$ cat src/sbs_pkg.sv
// Package for the sensor bring-up sequencer: register map, fields, states,
// timing constants and the serial write carrier.
// Assumes a single 20 MHz clock domain shared by every file that imports it.
package sbs_pkg;

	// ==========================================================
	// Clock and timing
	localparam int unsigned CLK_PERIOD_NS   = 50;
	localparam int unsigned RST_WAIT_NS     = 10000;
	// Least time: round up to whole cycles
	localparam int unsigned RST_WAIT_CYC    = (RST_WAIT_NS + CLK_PERIOD_NS - 1) / CLK_PERIOD_NS;
	localparam int unsigned RST_WAIT_W      = $clog2(RST_WAIT_CYC + 1);

	// ==========================================================
	// Register map
	localparam int unsigned ADDR_W          = 9;
	localparam int unsigned DATA_W          = 16;
	localparam int unsigned NREG            = 22;
	localparam logic [ADDR_W-1:0] ADDR_VARIANT   = 9'h002;
	localparam logic [ADDR_W-1:0] ADDR_CLK_MGMT  = 9'h020;
	localparam logic [ADDR_W-1:0] ADDR_LOGIC_EN  = 9'h022;
	localparam logic [ADDR_W-1:0] ADDR_COL_MUX   = 9'h028;
	localparam logic [ADDR_W-1:0] ADDR_FRONT_END = 9'h030;
	localparam logic [ADDR_W-1:0] ADDR_BIAS_EN   = 9'h040;
	localparam logic [ADDR_W-1:0] ADDR_TX_EN     = 9'h070;
	localparam logic [ADDR_W-1:0] ADDR_DEPTH     = 9'h081;
	localparam logic [ADDR_W-1:0] ADDR_SEQ_MODE  = 9'h0C0;
	// Standby (1) write window: addresses below this one
	localparam logic [ADDR_W-1:0] ADDR_STBY1_LIM = 9'h028;
	localparam logic [ADDR_W-1:0] REG_ADDR [NREG] = '{
		9'h002, 9'h020, 9'h022, 9'h028, 9'h030, 9'h040, 9'h041, 9'h042,
		9'h043, 9'h044, 9'h070, 9'h080, 9'h081, 9'h0C0, 9'h0CC, 9'h0E0,
		9'h0E1, 9'h100, 9'h101, 9'h102, 9'h1BF, 9'h1C0};
	// Registers whose upload leads from intermediate standby to standby (2)
	localparam logic [NREG-1:0] RESERVED_MASK = 22'h3F_DBC0;

	// ==========================================================
	// Fields and reset value
	localparam int unsigned BIT_ENABLE      = 0;
	localparam int unsigned BIT_COL_MUX_HI  = 1;
	localparam int unsigned BIT_DEPTH_8     = 13;
	localparam int unsigned OVH_LSB         = 2;
	localparam int unsigned OVH_MSB         = 3;
	localparam logic [DATA_W-1:0] REG_RESET = 16'h0000;
	localparam logic [1:0]  OVH_ZERO        = 2'h3;

	// ==========================================================
	// Serial frame: address, write flag, data
	localparam int unsigned SPI_FRAME_BITS  = ADDR_W + 1 + DATA_W;
	localparam int unsigned SPI_HDR_BITS    = ADDR_W + 1;
	localparam int unsigned SPI_CNT_W       = $clog2(SPI_FRAME_BITS + 1);

	typedef struct packed {
		logic [ADDR_W-1:0] addr;
		logic [DATA_W-1:0] data;
	} sbs_wr_t;

	typedef enum logic [2:0] {
		ST_STBY1,
		ST_INTER,
		ST_STBY2,
		ST_IDLE,
		ST_RUN
	} sbs_state_t;

endpackage

$ cat src/sbs_spi_slave.sv
// Serial register port of the sensor: frames a 26-bit word into a write
// request, or answers a read with the addressed register.
// Assumes serial pins synchronous to clk_i and sck far slower than clk_i.
`timescale 1ns/1ps
`default_nettype none
module sbs_spi_slave
	import sbs_pkg::*;
(
	input  wire logic              clk_i,
	input  wire logic              rstn_i,
	input  wire logic              ce_i,
	input  wire logic              spi_cs_n_i,
	input  wire logic              spi_sck_i,
	input  wire logic              spi_mosi_i,
	output logic                   spi_miso_o,
	output logic [ADDR_W-1:0]      rd_addr_o,
	input  wire logic [DATA_W-1:0] rd_data_i,
	output logic                   wr_valid_o,
	output sbs_wr_t                wr_o
);
	// ==========================================================
	// Edge detection and framing
	logic                        sck_q;
	logic [SPI_CNT_W-1:0]        cnt_q;
	logic [SPI_FRAME_BITS-1:0]   sh_q;
	logic [DATA_W-1:0]           out_q;
	wire                         rise      = spi_sck_i & ~sck_q & ~spi_cs_n_i;
	wire                         fall      = ~spi_sck_i & sck_q & ~spi_cs_n_i;
	wire [SPI_FRAME_BITS-1:0]    sh_next   = {sh_q[SPI_FRAME_BITS-2:0], spi_mosi_i};
	wire                         hdr_done  = rise && (cnt_q == SPI_CNT_W'(SPI_HDR_BITS - 1));
	wire                         frame_end = rise && (cnt_q == SPI_CNT_W'(SPI_FRAME_BITS - 1));

	// Address becomes known once the header has been shifted in
	assign rd_addr_o = sh_next[ADDR_W:1];

	// Shifter; chip select high aborts a partial frame
	always_ff @(posedge clk_i) begin
		if (!rstn_i) begin
			sck_q      <= 1'b0;
			cnt_q      <= '0;
			sh_q       <= '0;
			out_q      <= '0;
			spi_miso_o <= 1'b0;
			wr_valid_o <= 1'b0;
			wr_o       <= '0;
		end else if (ce_i) begin
			sck_q      <= spi_sck_i;
			wr_valid_o <= 1'b0;
			if (spi_cs_n_i) begin
				cnt_q <= '0;
			end else if (rise) begin
				sh_q  <= sh_next;
				cnt_q <= frame_end ? '0 : cnt_q + 1'b1;
			end
			if (hdr_done) begin
				out_q <= rd_data_i; // Read data latched at the header end
			end else if (fall) begin
				spi_miso_o <= out_q[DATA_W-1];
				out_q      <= {out_q[DATA_W-2:0], 1'b0};
			end
			// Write only when the header's write flag was set
			if (frame_end && sh_next[DATA_W]) begin
				wr_valid_o <= 1'b1;
				wr_o       <= '{addr: sh_next[SPI_FRAME_BITS-1:DATA_W+1], data: sh_next[DATA_W-1:0]};
			end
		end
	end
endmodule
`default_nettype wire

$ cat src/sbs_core.sv
// Bring-up state logic of the image sensor: register file, standby, idle
// and running states, with write gating per state.
// Assumes rstn_i is the sensor's hard reset pin and the clock runs first.
//
// What this block and its host do
// RULE1 - Host changes state only by serial writes
// RULE2 - Mode reconfiguration never changes power state
// RULE3 - Host starts clock before releasing hard reset
// RULE4 - Hard reset release enters standby one
// RULE5 - Uploads accepted only ten microseconds after reset
// RULE6 - Host clock matches word depth bit
// RULE7 - Host enables clock management in order
// RULE8 - Host writes reserved bias and gain values
// RULE9 - Host programs black calibration register
// RULE10 - Host writes dummy row and latency registers
// RULE11 - Host uploads sequencer and window registers
// RULE12 - Host soft power-up writes in order
// RULE13 - Host enables sequencer with row-overhead setting
// RULE14 - Enabled sequencer makes sensor acquire continuously
// RULE15 - Standby one accepts writes below forty only
// RULE16 - Standby two: all registers accessible, blocks off
// RULE17 - Sequencer register selects row overhead, enable
// RULE18 - Host waits for each write to finish
// RULE19 - Host picks table values from configuration
`timescale 1ns/1ps
`default_nettype none
module sbs_core
	import sbs_pkg::*;
#(
	parameter int unsigned WAIT_CYC = RST_WAIT_CYC
) (
	input  wire logic clk_i,
	input  wire logic rstn_i,
	input  wire logic ce_i,
	input  wire logic spi_cs_n_i,
	input  wire logic spi_sck_i,
	input  wire logic spi_mosi_i,
	output logic      spi_miso_o,
	output sbs_state_t state_o,
	output logic      acquiring_o,
	output logic      blocks_enabled_o,
	output logic [1:0] row_overhead_time_o,
	output logic      zero_row_overhead_mode_o,
	output logic      word_depth_8bit_o
);
	// ==========================================================
	// Serial port
	logic [ADDR_W-1:0] rd_addr;
	logic [DATA_W-1:0] rd_data;
	logic              wr_valid;
	sbs_wr_t           wr;

	sbs_spi_slave u_sbs_spi_slave (
		.clk_i      (clk_i),
		.rstn_i     (rstn_i),
		.ce_i       (ce_i),
		.spi_cs_n_i (spi_cs_n_i),
		.spi_sck_i  (spi_sck_i),
		.spi_mosi_i (spi_mosi_i),
		.spi_miso_o (spi_miso_o),
		.rd_addr_o  (rd_addr),
		.rd_data_i  (rd_data),
		.wr_valid_o (wr_valid),
		.wr_o       (wr)
	);

	// ==========================================================
	// Decoding
	function automatic logic [NREG-1:0] reg_hit(input logic [ADDR_W-1:0] a);
		logic [NREG-1:0] h;
		h = '0;
		for (int k = 0; k < NREG; k++) begin
			h[k] = (a == REG_ADDR[k]);
		end
		return h;
	endfunction

	sbs_state_t                 state_q;
	sbs_state_t                 state_d;
	logic [RST_WAIT_W-1:0]      wait_q;
	logic [DATA_W-1:0]          regs_q [NREG];
	logic [NREG-1:0]            written_q;
	logic [NREG-1:0]            rd_hit;
	logic [NREG-1:0]            wr_hit;

	assign rd_hit = reg_hit(rd_addr);
	assign wr_hit = reg_hit(wr.addr);

	// Cheap ceiling on early writes, one counter rather than a timer block
	wire wait_done = (wait_q == RST_WAIT_W'(WAIT_CYC));
	wire in_stby1  = (state_q == ST_STBY1);
	// Standby one opens only the low register range, and only after the wait
	wire wr_ok     = wr_valid && wait_done && (!in_stby1 || wr.addr < ADDR_STBY1_LIM); // RULE5 RULE15
	wire [NREG-1:0] wr_en = wr_ok ? wr_hit : '0;
	wire seq_wr    = wr_ok && (wr.addr == ADDR_SEQ_MODE);

	// Register views; the array element is an operand, so each view follows its register
	function automatic int unsigned reg_idx(input logic [ADDR_W-1:0] a);
		int unsigned n;
		n = 0;
		for (int unsigned k = 0; k < NREG; k++) begin
			if (REG_ADDR[k] == a) n = k;
		end
		return n;
	endfunction

	wire [DATA_W-1:0] clk_mgmt  = regs_q[reg_idx(ADDR_CLK_MGMT)];
	wire [DATA_W-1:0] logic_en  = regs_q[reg_idx(ADDR_LOGIC_EN)];
	wire [DATA_W-1:0] col_mux   = regs_q[reg_idx(ADDR_COL_MUX)];
	wire [DATA_W-1:0] front_end = regs_q[reg_idx(ADDR_FRONT_END)];
	wire [DATA_W-1:0] bias_en   = regs_q[reg_idx(ADDR_BIAS_EN)];
	wire [DATA_W-1:0] tx_en     = regs_q[reg_idx(ADDR_TX_EN)];
	wire [DATA_W-1:0] seq_mode  = regs_q[reg_idx(ADDR_SEQ_MODE)];
	wire [DATA_W-1:0] depth     = regs_q[reg_idx(ADDR_DEPTH)];

	// Soft power-up complete: every block enable set
	wire powered = clk_mgmt[BIT_ENABLE] && bias_en[BIT_ENABLE] && col_mux[BIT_ENABLE]
	             && col_mux[BIT_COL_MUX_HI] && front_end[BIT_ENABLE] && tx_en[BIT_ENABLE];
	wire seq_on   = seq_mode[BIT_ENABLE];
	wire uploaded = ((written_q & RESERVED_MASK) == RESERVED_MASK);
	wire logic_on = logic_en[BIT_ENABLE];

	// Every register readable; unmapped addresses read zero
	always_comb begin
		rd_data = REG_RESET;
		for (int k = 0; k < NREG; k++) begin
			if (rd_hit[k]) rd_data = regs_q[k]; // RULE16
		end
	end

	// ==========================================================
	// Register file
	for (genvar g = 0; g < NREG; g++) begin : g_reg
		always_ff @(posedge clk_i) begin
			if (!rstn_i) begin
				regs_q[g]    <= REG_RESET;
				written_q[g] <= 1'b0;
			end else if (ce_i && wr_en[g]) begin
				regs_q[g]    <= wr.data;
				written_q[g] <= 1'b1;
			end
		end
	end

	// Post-reset wait counter, saturating
	always_ff @(posedge clk_i) begin
		if (!rstn_i) begin
			wait_q <= '0;
		end else if (ce_i && !wait_done) begin
			wait_q <= wait_q + 1'b1;
		end
	end

	// ==========================================================
	// State transitions follow enable bits and upload completion only, so mode fields never move them
	always_comb begin
		state_d = state_q;
		case (state_q)
			ST_STBY1: if (logic_on) state_d = ST_INTER;
			ST_INTER: if (uploaded) state_d = ST_STBY2;
			ST_STBY2: if (powered) state_d = ST_IDLE; // RULE16
			ST_IDLE: begin
				if (!powered) state_d = ST_STBY2;
				else if (seq_on) state_d = ST_RUN;
			end
			ST_RUN: begin
				if (!powered) state_d = ST_STBY2;
				else if (!seq_on) state_d = ST_IDLE; // RULE2
			end
			default: state_d = ST_STBY1;
		endcase
	end

	// State and registered outputs
	always_ff @(posedge clk_i) begin
		if (!rstn_i) begin
			state_q                  <= ST_STBY1; // RULE4
			acquiring_o              <= 1'b0;
			blocks_enabled_o         <= 1'b0;
			row_overhead_time_o      <= 2'h0;
			zero_row_overhead_mode_o <= 1'b0;
			word_depth_8bit_o        <= 1'b0;
		end else if (ce_i) begin
			state_q                  <= state_d;
			acquiring_o              <= (state_d == ST_RUN); // RULE14
			blocks_enabled_o         <= (state_d == ST_IDLE) || (state_d == ST_RUN); // RULE16
			row_overhead_time_o      <= seq_mode[OVH_MSB:OVH_LSB]; // RULE17
			zero_row_overhead_mode_o <= (seq_mode[OVH_MSB:OVH_LSB] == OVH_ZERO); // RULE17
			word_depth_8bit_o        <= depth[BIT_DEPTH_8];
		end
	end
	assign state_o = state_q;

	// ==========================================================
	// Checks
	a_reset_stby1: assert property (@(posedge clk_i) // RULE4
		$rose(rstn_i) |-> state_q == ST_STBY1)
		else $error("state not standby one after reset");

	a_early_wr_drop: assert property (@(posedge clk_i) disable iff (!rstn_i) // RULE5
		!wait_done |-> wr_en == '0)
		else $error("write accepted before reset wait");

	a_wait_len: assert property (@(posedge clk_i) disable iff (!rstn_i) // RULE5
		$rose(wait_done) |-> wait_q == RST_WAIT_W'(WAIT_CYC) && !$past(wait_done))
		else $error("reset wait length wrong");

	a_stby1_window: assert property (@(posedge clk_i) disable iff (!rstn_i) // RULE15
		ce_i && in_stby1 && wr_valid && wr.addr >= ADDR_STBY1_LIM |=> $stable(written_q))
		else $error("high register written in standby one");

	a_mode_keeps: assert property (@(posedge clk_i) disable iff (!rstn_i) // RULE2
		ce_i && state_q == ST_RUN && seq_wr && wr.data[BIT_ENABLE] && powered
		|=> ##1 state_q == ST_RUN)
		else $error("mode write changed running state");

	a_seq_acquire: assert property (@(posedge clk_i) disable iff (!rstn_i) // RULE14
		ce_i && state_q == ST_IDLE && seq_on && powered |=> state_q == ST_RUN ##0 acquiring_o)
		else $error("sequencer enabled but not acquiring");

	a_stby2_off: assert property (@(posedge clk_i) disable iff (!rstn_i) // RULE16
		ce_i && state_q == ST_STBY2 && !powered |=> !blocks_enabled_o && !acquiring_o)
		else $error("blocks active in standby two");

	a_overhead_field: assert property (@(posedge clk_i) disable iff (!rstn_i) // RULE17
		ce_i && seq_wr |=> ##1 row_overhead_time_o == $past(wr.data[OVH_MSB:OVH_LSB], 2))
		else $error("row overhead field not reflected");

	c_reach_stby2: cover property (@(posedge clk_i) disable iff (!rstn_i)
		state_q == ST_INTER ##1 state_q == ST_STBY2);
	c_reach_run: cover property (@(posedge clk_i) disable iff (!rstn_i)
		state_q == ST_IDLE ##1 state_q == ST_RUN);
	c_zero_overhead: cover property (@(posedge clk_i) disable iff (!rstn_i)
		acquiring_o && zero_row_overhead_mode_o);
endmodule
`default_nettype wire

$ cat config.mk
export PLATFORM = sky130hd
export DESIGN_NAME = sbs_core
export DESIGN_NICKNAME = d
export VERILOG_FILES = /design/src/sbs_pkg.sv /design/src/sbs_spi_slave.sv /design/src/sbs_core.sv
export SDC_FILE = /design/constraint.sdc
export NUM_CORES = 1
export LEC_CHECK = 0
export BUFFER_PORTS_ARGS = -buffer_cell sky130_fd_sc_hd__buf_2
export CORE_ASPECT_RATIO = 0.5
export CORE_UTILIZATION = 35
export DETAILED_ROUTE_END_ITERATION = 10
export GPL_TIMING_DRIVEN = 0
export PLACE_DENSITY_LB_ADDON = 0.15
export SLEW_MARGIN = 10
export SYNTH_ARGS = -nofsm -noshare
export SYNTH_HDL_FRONTEND = slang
export SYNTH_SLANG_ARGS = --single-unit
$ cat constraint.sdc
create_clock -name clk_i -period 3.45 [get_ports clk_i]
set_clock_uncertainty 0.1 [all_clocks]
set_input_delay 0.69 -clock clk_i [delete_from_list [all_inputs] [get_ports clk_i]]
set_output_delay 0.69 -clock clk_i [all_outputs]
set_load 0.01 [all_outputs]
==> impl_table.tex <==
\begin{tabular}{lr}
\hline
Metric & Value \\
\hline
\multicolumn{2}{l}{\textbf{Yosys}} \\
\quad Gate count after technology mapping & 1953 \\
\quad Dominant cells by area after synthesis & sky130\_fd\_sc\_hd\_\_edfxtp\_1, sky130\_fd\_sc\_hd\_\_dfxtp\_1, sky130\_fd\_sc\_hd\_\_and2\_1 \\
\quad Fraction of registers with async set or reset after synthesis & 0\% \\
\quad Post-synthesis sequential element count & 457 \\
\quad Mapped cell area & 21200 um2 \\
\quad Number of enable flip-flop cells after synthesis & 352 \\
\quad Mapped Avg Cell Area & 10.9 um2 \\
\quad Leading register cell type out of synthesis & sky130\_fd\_sc\_hd\_\_edfxtp\_1 \\
\quad Total nets after synthesis & 1963 \\
\quad Register area share after synthesis & 59.7\% \\
\quad Cell variety after synth & 85 \\
\quad Yosys warning total & 0 \\
\quad Largest area contributor in the synthesized netlist & sky130\_fd\_sc\_hd\_\_edfxtp\_1 \\
\quad Top cell type's share of synthesized area & 49.8\% \\
\multicolumn{2}{l}{\textbf{Timing}} \\
\quad Final slew viol count & 0 \\
\quad Unrepaired setup endpoints after global routing & true \\
\quad Max transition margin & 6.68\% \\
\quad Endpoints failing setup & 4 \\
\quad Final hold violation count & 0 \\
\quad Post-route fraction of the period consumed by the critical path & 101\% \\
\quad Worst Slack Setup Final & -0.0239 ns \\
\quad Timing-limited maximum frequency & 0.288 GHz \\
\quad Final critical delay including setup and external delays & 3.47 ns \\
\quad Hold Slack & 0.263 ns \\
\quad Transition time at the pin with the least slew margin & 1.39 ns \\
\multicolumn{2}{l}{\textbf{GRT}} \\
\quad Number of antenna violations at the first check in global routing & 14 \\
\quad Overall fraction of global-route tracks in use & 28.7\% \\
\quad Largest net degree at the start of global routing & 17 \\
\quad GRT Residual Overflow & 0 \\
\quad Number of global-route vias before repair & 16000 \\
\quad First-pass GRT wire length & 124000 um \\
\multicolumn{2}{l}{\textbf{Die}} \\
\quad Die width & 350 um \\
\quad Die height & 176 um \\
\quad Io pins & 16 \\
\quad Site Rows & 63 \\
\quad Starting density of the core & 35.6\% \\
\quad DIE AREA & 61700 um2 \\
\quad Area of the core & 59600 um2 \\
\multicolumn{2}{l}{\textbf{Cells and area}} \\
\quad Final \#Nets & 2050 \\
\quad Non-filler instance count after layout & 2892 \\
\quad Sequential cell area & 12700 um2 \\
\quad Fill cells & 5832 \\
\quad Post-Route Utilization & 41.5\% \\
\quad Fraction of final layout cells sized beyond drive strength 1 & 12.5\% \\
\quad Post-route cell area & 24700 um2 \\
\quad Multi-input gate area & 8420 um2 \\
\quad Most frequent standard cell in the layout excluding fill and tap cells & sky130\_fd\_sc\_hd\_\_edfxtp\_1 \\
\quad Most used cells in the layout excluding fill and tap cells & sky130\_fd\_sc\_hd\_\_edfxtp\_1, sky130\_fd\_sc\_hd\_\_and2\_1, sky130\_fd\_sc\_hd\_\_nand2\_1 \\
\quad Layout overhead on the synthesized area & 16.4\% \\
\multicolumn{2}{l}{\textbf{Setup path}} \\
\quad Worst path arrival time & 3.81 ns \\
\quad Critical Path Source & u\_sbs\_spi\_slave.sh\_q[5]\$\_SDFFE\_PN0P\_ \\
\quad Reg-to-Reg Start & u\_sbs\_spi\_slave.sh\_q[5]\$\_SDFFE\_PN0P\_ \\
\quad Critical path data required time & 3.78 ns \\
\quad Maximum fanout along the worst path & 10 \\
\quad Startpoint type of the worst setup path & flip-flop \\
\quad Type of the worst setup path & reg2reg \\
\quad Crit path capture type & flip-flop \\
\multicolumn{2}{l}{\textbf{Place}} \\
\quad Pre-CTS worst setup slack & -0.951 ns \\
\quad Number of placed instances with taps included & 2798 \\
\quad Area after detailed placement & 22700 um2 \\
\quad Dpl hpwl & 63900 um \\
\quad Port-buffer cells & 14 \\
\quad Final weighted congestion in routability-driven placement & 0.947 \\
\multicolumn{2}{l}{\textbf{Pwr}} \\
\quad Leakage & 8.49 nW \\
\quad Cell Pwr Density & 475 nW/um2 \\
\quad Maximum ir drop on the vdd rail & 0.375 mV \\
\multicolumn{2}{l}{\textbf{Clock network}} \\
\quad Hold\_buf cts & 0 \\
\quad TritonCTS clock tree & yes \\
\quad Number of H-tree branching levels & 2 \\
\quad Insertion delay of the later-clocked pin in the worst-skew pair & 0.59 ns \\
\quad CTS max path bufs & 3 \\
\quad Worst-path clk slew & 0.07 ns \\
\quad Number of buffers added by the clock tree synthesis step & 47 \\
\quad Number of clock sinks seen by CTS & 457 \\
\quad CTS Root Buffer Type & sky130\_fd\_sc\_hd\_\_clkbuf\_16 \\
\multicolumn{2}{l}{\textbf{Min path}} \\
\quad Hold Crit Start & spi\_mosi\_i \\
\quad Worst min-delay path class & in2reg \\
\multicolumn{2}{l}{\textbf{Outcome}} \\
\quad Run status & finished with violations \\
\quad Violations in the final reports & setup timing \\
\multicolumn{2}{l}{\textbf{Detailed routing}} \\
\quad Vias per inst & 6.01 \\
\quad Routed via count & 17400 \\
\quad First-pass DRT Iterations & 6 \\
\quad Initial DRC count & 2480 \\
\quad Routed wire length & 89400 um \\
\quad Routed Antenna Nets & 0 \\
\quad Routed len/inst & 30.9 um \\
\quad DRC & 0 \\
\multicolumn{2}{l}{\textbf{Run}} \\
\quad Reported max-cap violation count & 0 \\
\hline
\end{tabular}
## cells by family (layout without fill, tap and decap cells)
group	after synthesis	in the layout	share of synthesized area, %
compound gates	388	388	12.0
xor+xnor	7	7	0.289
fa+ha+maj	4	4	0.236
buf+inv	174	297	3.19
flops	457	457	59.7
mux	17	17	0.837
other cells	0	4	0
simple gates	906	906	23.8
## routing by layer
metal	global-route usage (%)	up-vias	share of wire, %
li1	-	7420	-
met1	42.2	8748	43
met5	0	-	0.026
met4	8.32	4	3.1
met3	9.30	161	14
met2	39.9	1061	40
## area by class of cell
cell class,instances,area share (%)
well taps,812,4.11
diodes,4,0.0405
repair buffers,41,1.61
flip-flops and latches,457,51.3
clock inverters,21,0.704
multi-input cells,1322,34.1
inverters,17,0.258
clock buffers,64,5.31
plain buffers,154,2.63
## worst max-delay path, cell delays in order, from the launching register on
cell	delay [ns]
sky130_fd_sc_hd__dfxtp_1	0.32
sky130_fd_sc_hd__buf_2	0.26
sky130_fd_sc_hd__clkbuf_2	0.38
sky130_fd_sc_hd__and4b_1	0.43
sky130_fd_sc_hd__nand3_1	0.31
sky130_fd_sc_hd__buf_2	0.33
sky130_fd_sc_hd__o22ai_2	0.47
sky130_fd_sc_hd__nor4_2	0.16
sky130_fd_sc_hd__o211ai_1	0.39
sky130_fd_sc_hd__a31oi_1	0.16
## final timing paths
path | end | slack (ns) | cells past startpoint
min reg2reg | written_q[18]$_SDFFE_PN0P_ | 0.35 | 1
max | u_sbs_spi_slave.out_q[12]$_SDFFE_PN0P_ | -0.02 | 9
min | u_sbs_spi_slave.wr_o[0]$_SDFFE_PN0P_ | 0.26 | 3
max reg2reg | u_sbs_spi_slave.out_q[12]$_SDFFE_PN0P_ | -0.02 | 9
## stage by stage
step,TNS (ns),total power [mW]
global route,-1.41,12.0
CTS,-4.29,11.7
detailed placement,-59.48,6.67
finish,-0.0765,11.7
floorplan,0,6.47
global placement,-407.96,6.65
## cell usage after synthesis, drive strengths merged (5+ instances only)
master / number
nor2: 107
xor2: 5
nor4b: 6
nor2b: 11
and3: 95
a21oi: 96
a221oi: 15
nand2b: 18
or4: 16
a31oi: 13
dfxtp: 105
o211ai: 10
nand4: 33
a2111oi: 13
nand2: 168
o21a: 8
nand3: 63
and2: 277
o22ai: 36
nor3: 39
clkbuf: 133
buf: 24
a21o: 14
a211oi: 9
o21ai: 81
and4: 5
o221ai: 10
a32oi: 6
a31o: 5
nor3b: 5
inv: 16
mux2i: 11
a22oi: 28
o211a: 5
edfxtp: 352
or3: 15
nand3b: 5
o31ai: 9
mux2: 6
nor4: 24
## repair_timing
| item | in CTS | in global routing |
|---|---|---|
| resized for setup | 75 | 57 |
| setup endpoints to repair | 231 | 268 |
| pin swaps | 0 | 7 |
| buffers inserted | 0 | 6 |
## registers in the layout (all words and copies together) (netlist names), 2 cells and up
register	cells
state_o	3
u_sbs_spi_slave.cnt_q	5
row_overhead_time_o	2
u_sbs_spi_slave.sh_q	25
regs_q	352
u_sbs_spi_slave.out_q	16
wait_q	8
written_q	14
u_sbs_spi_slave.wr_o	25
## where the power goes
part / total (mW) / switching (mW) / internal [mW]
sequential: 6.22 / 0.0948 / 6.13
combinational: 0.353 / 0.268 / 0.0853
clock: 5.17 / 2.29 / 2.88
total: 11.7 / 2.66 / 9.09
(Power assumes the default switching activity.)
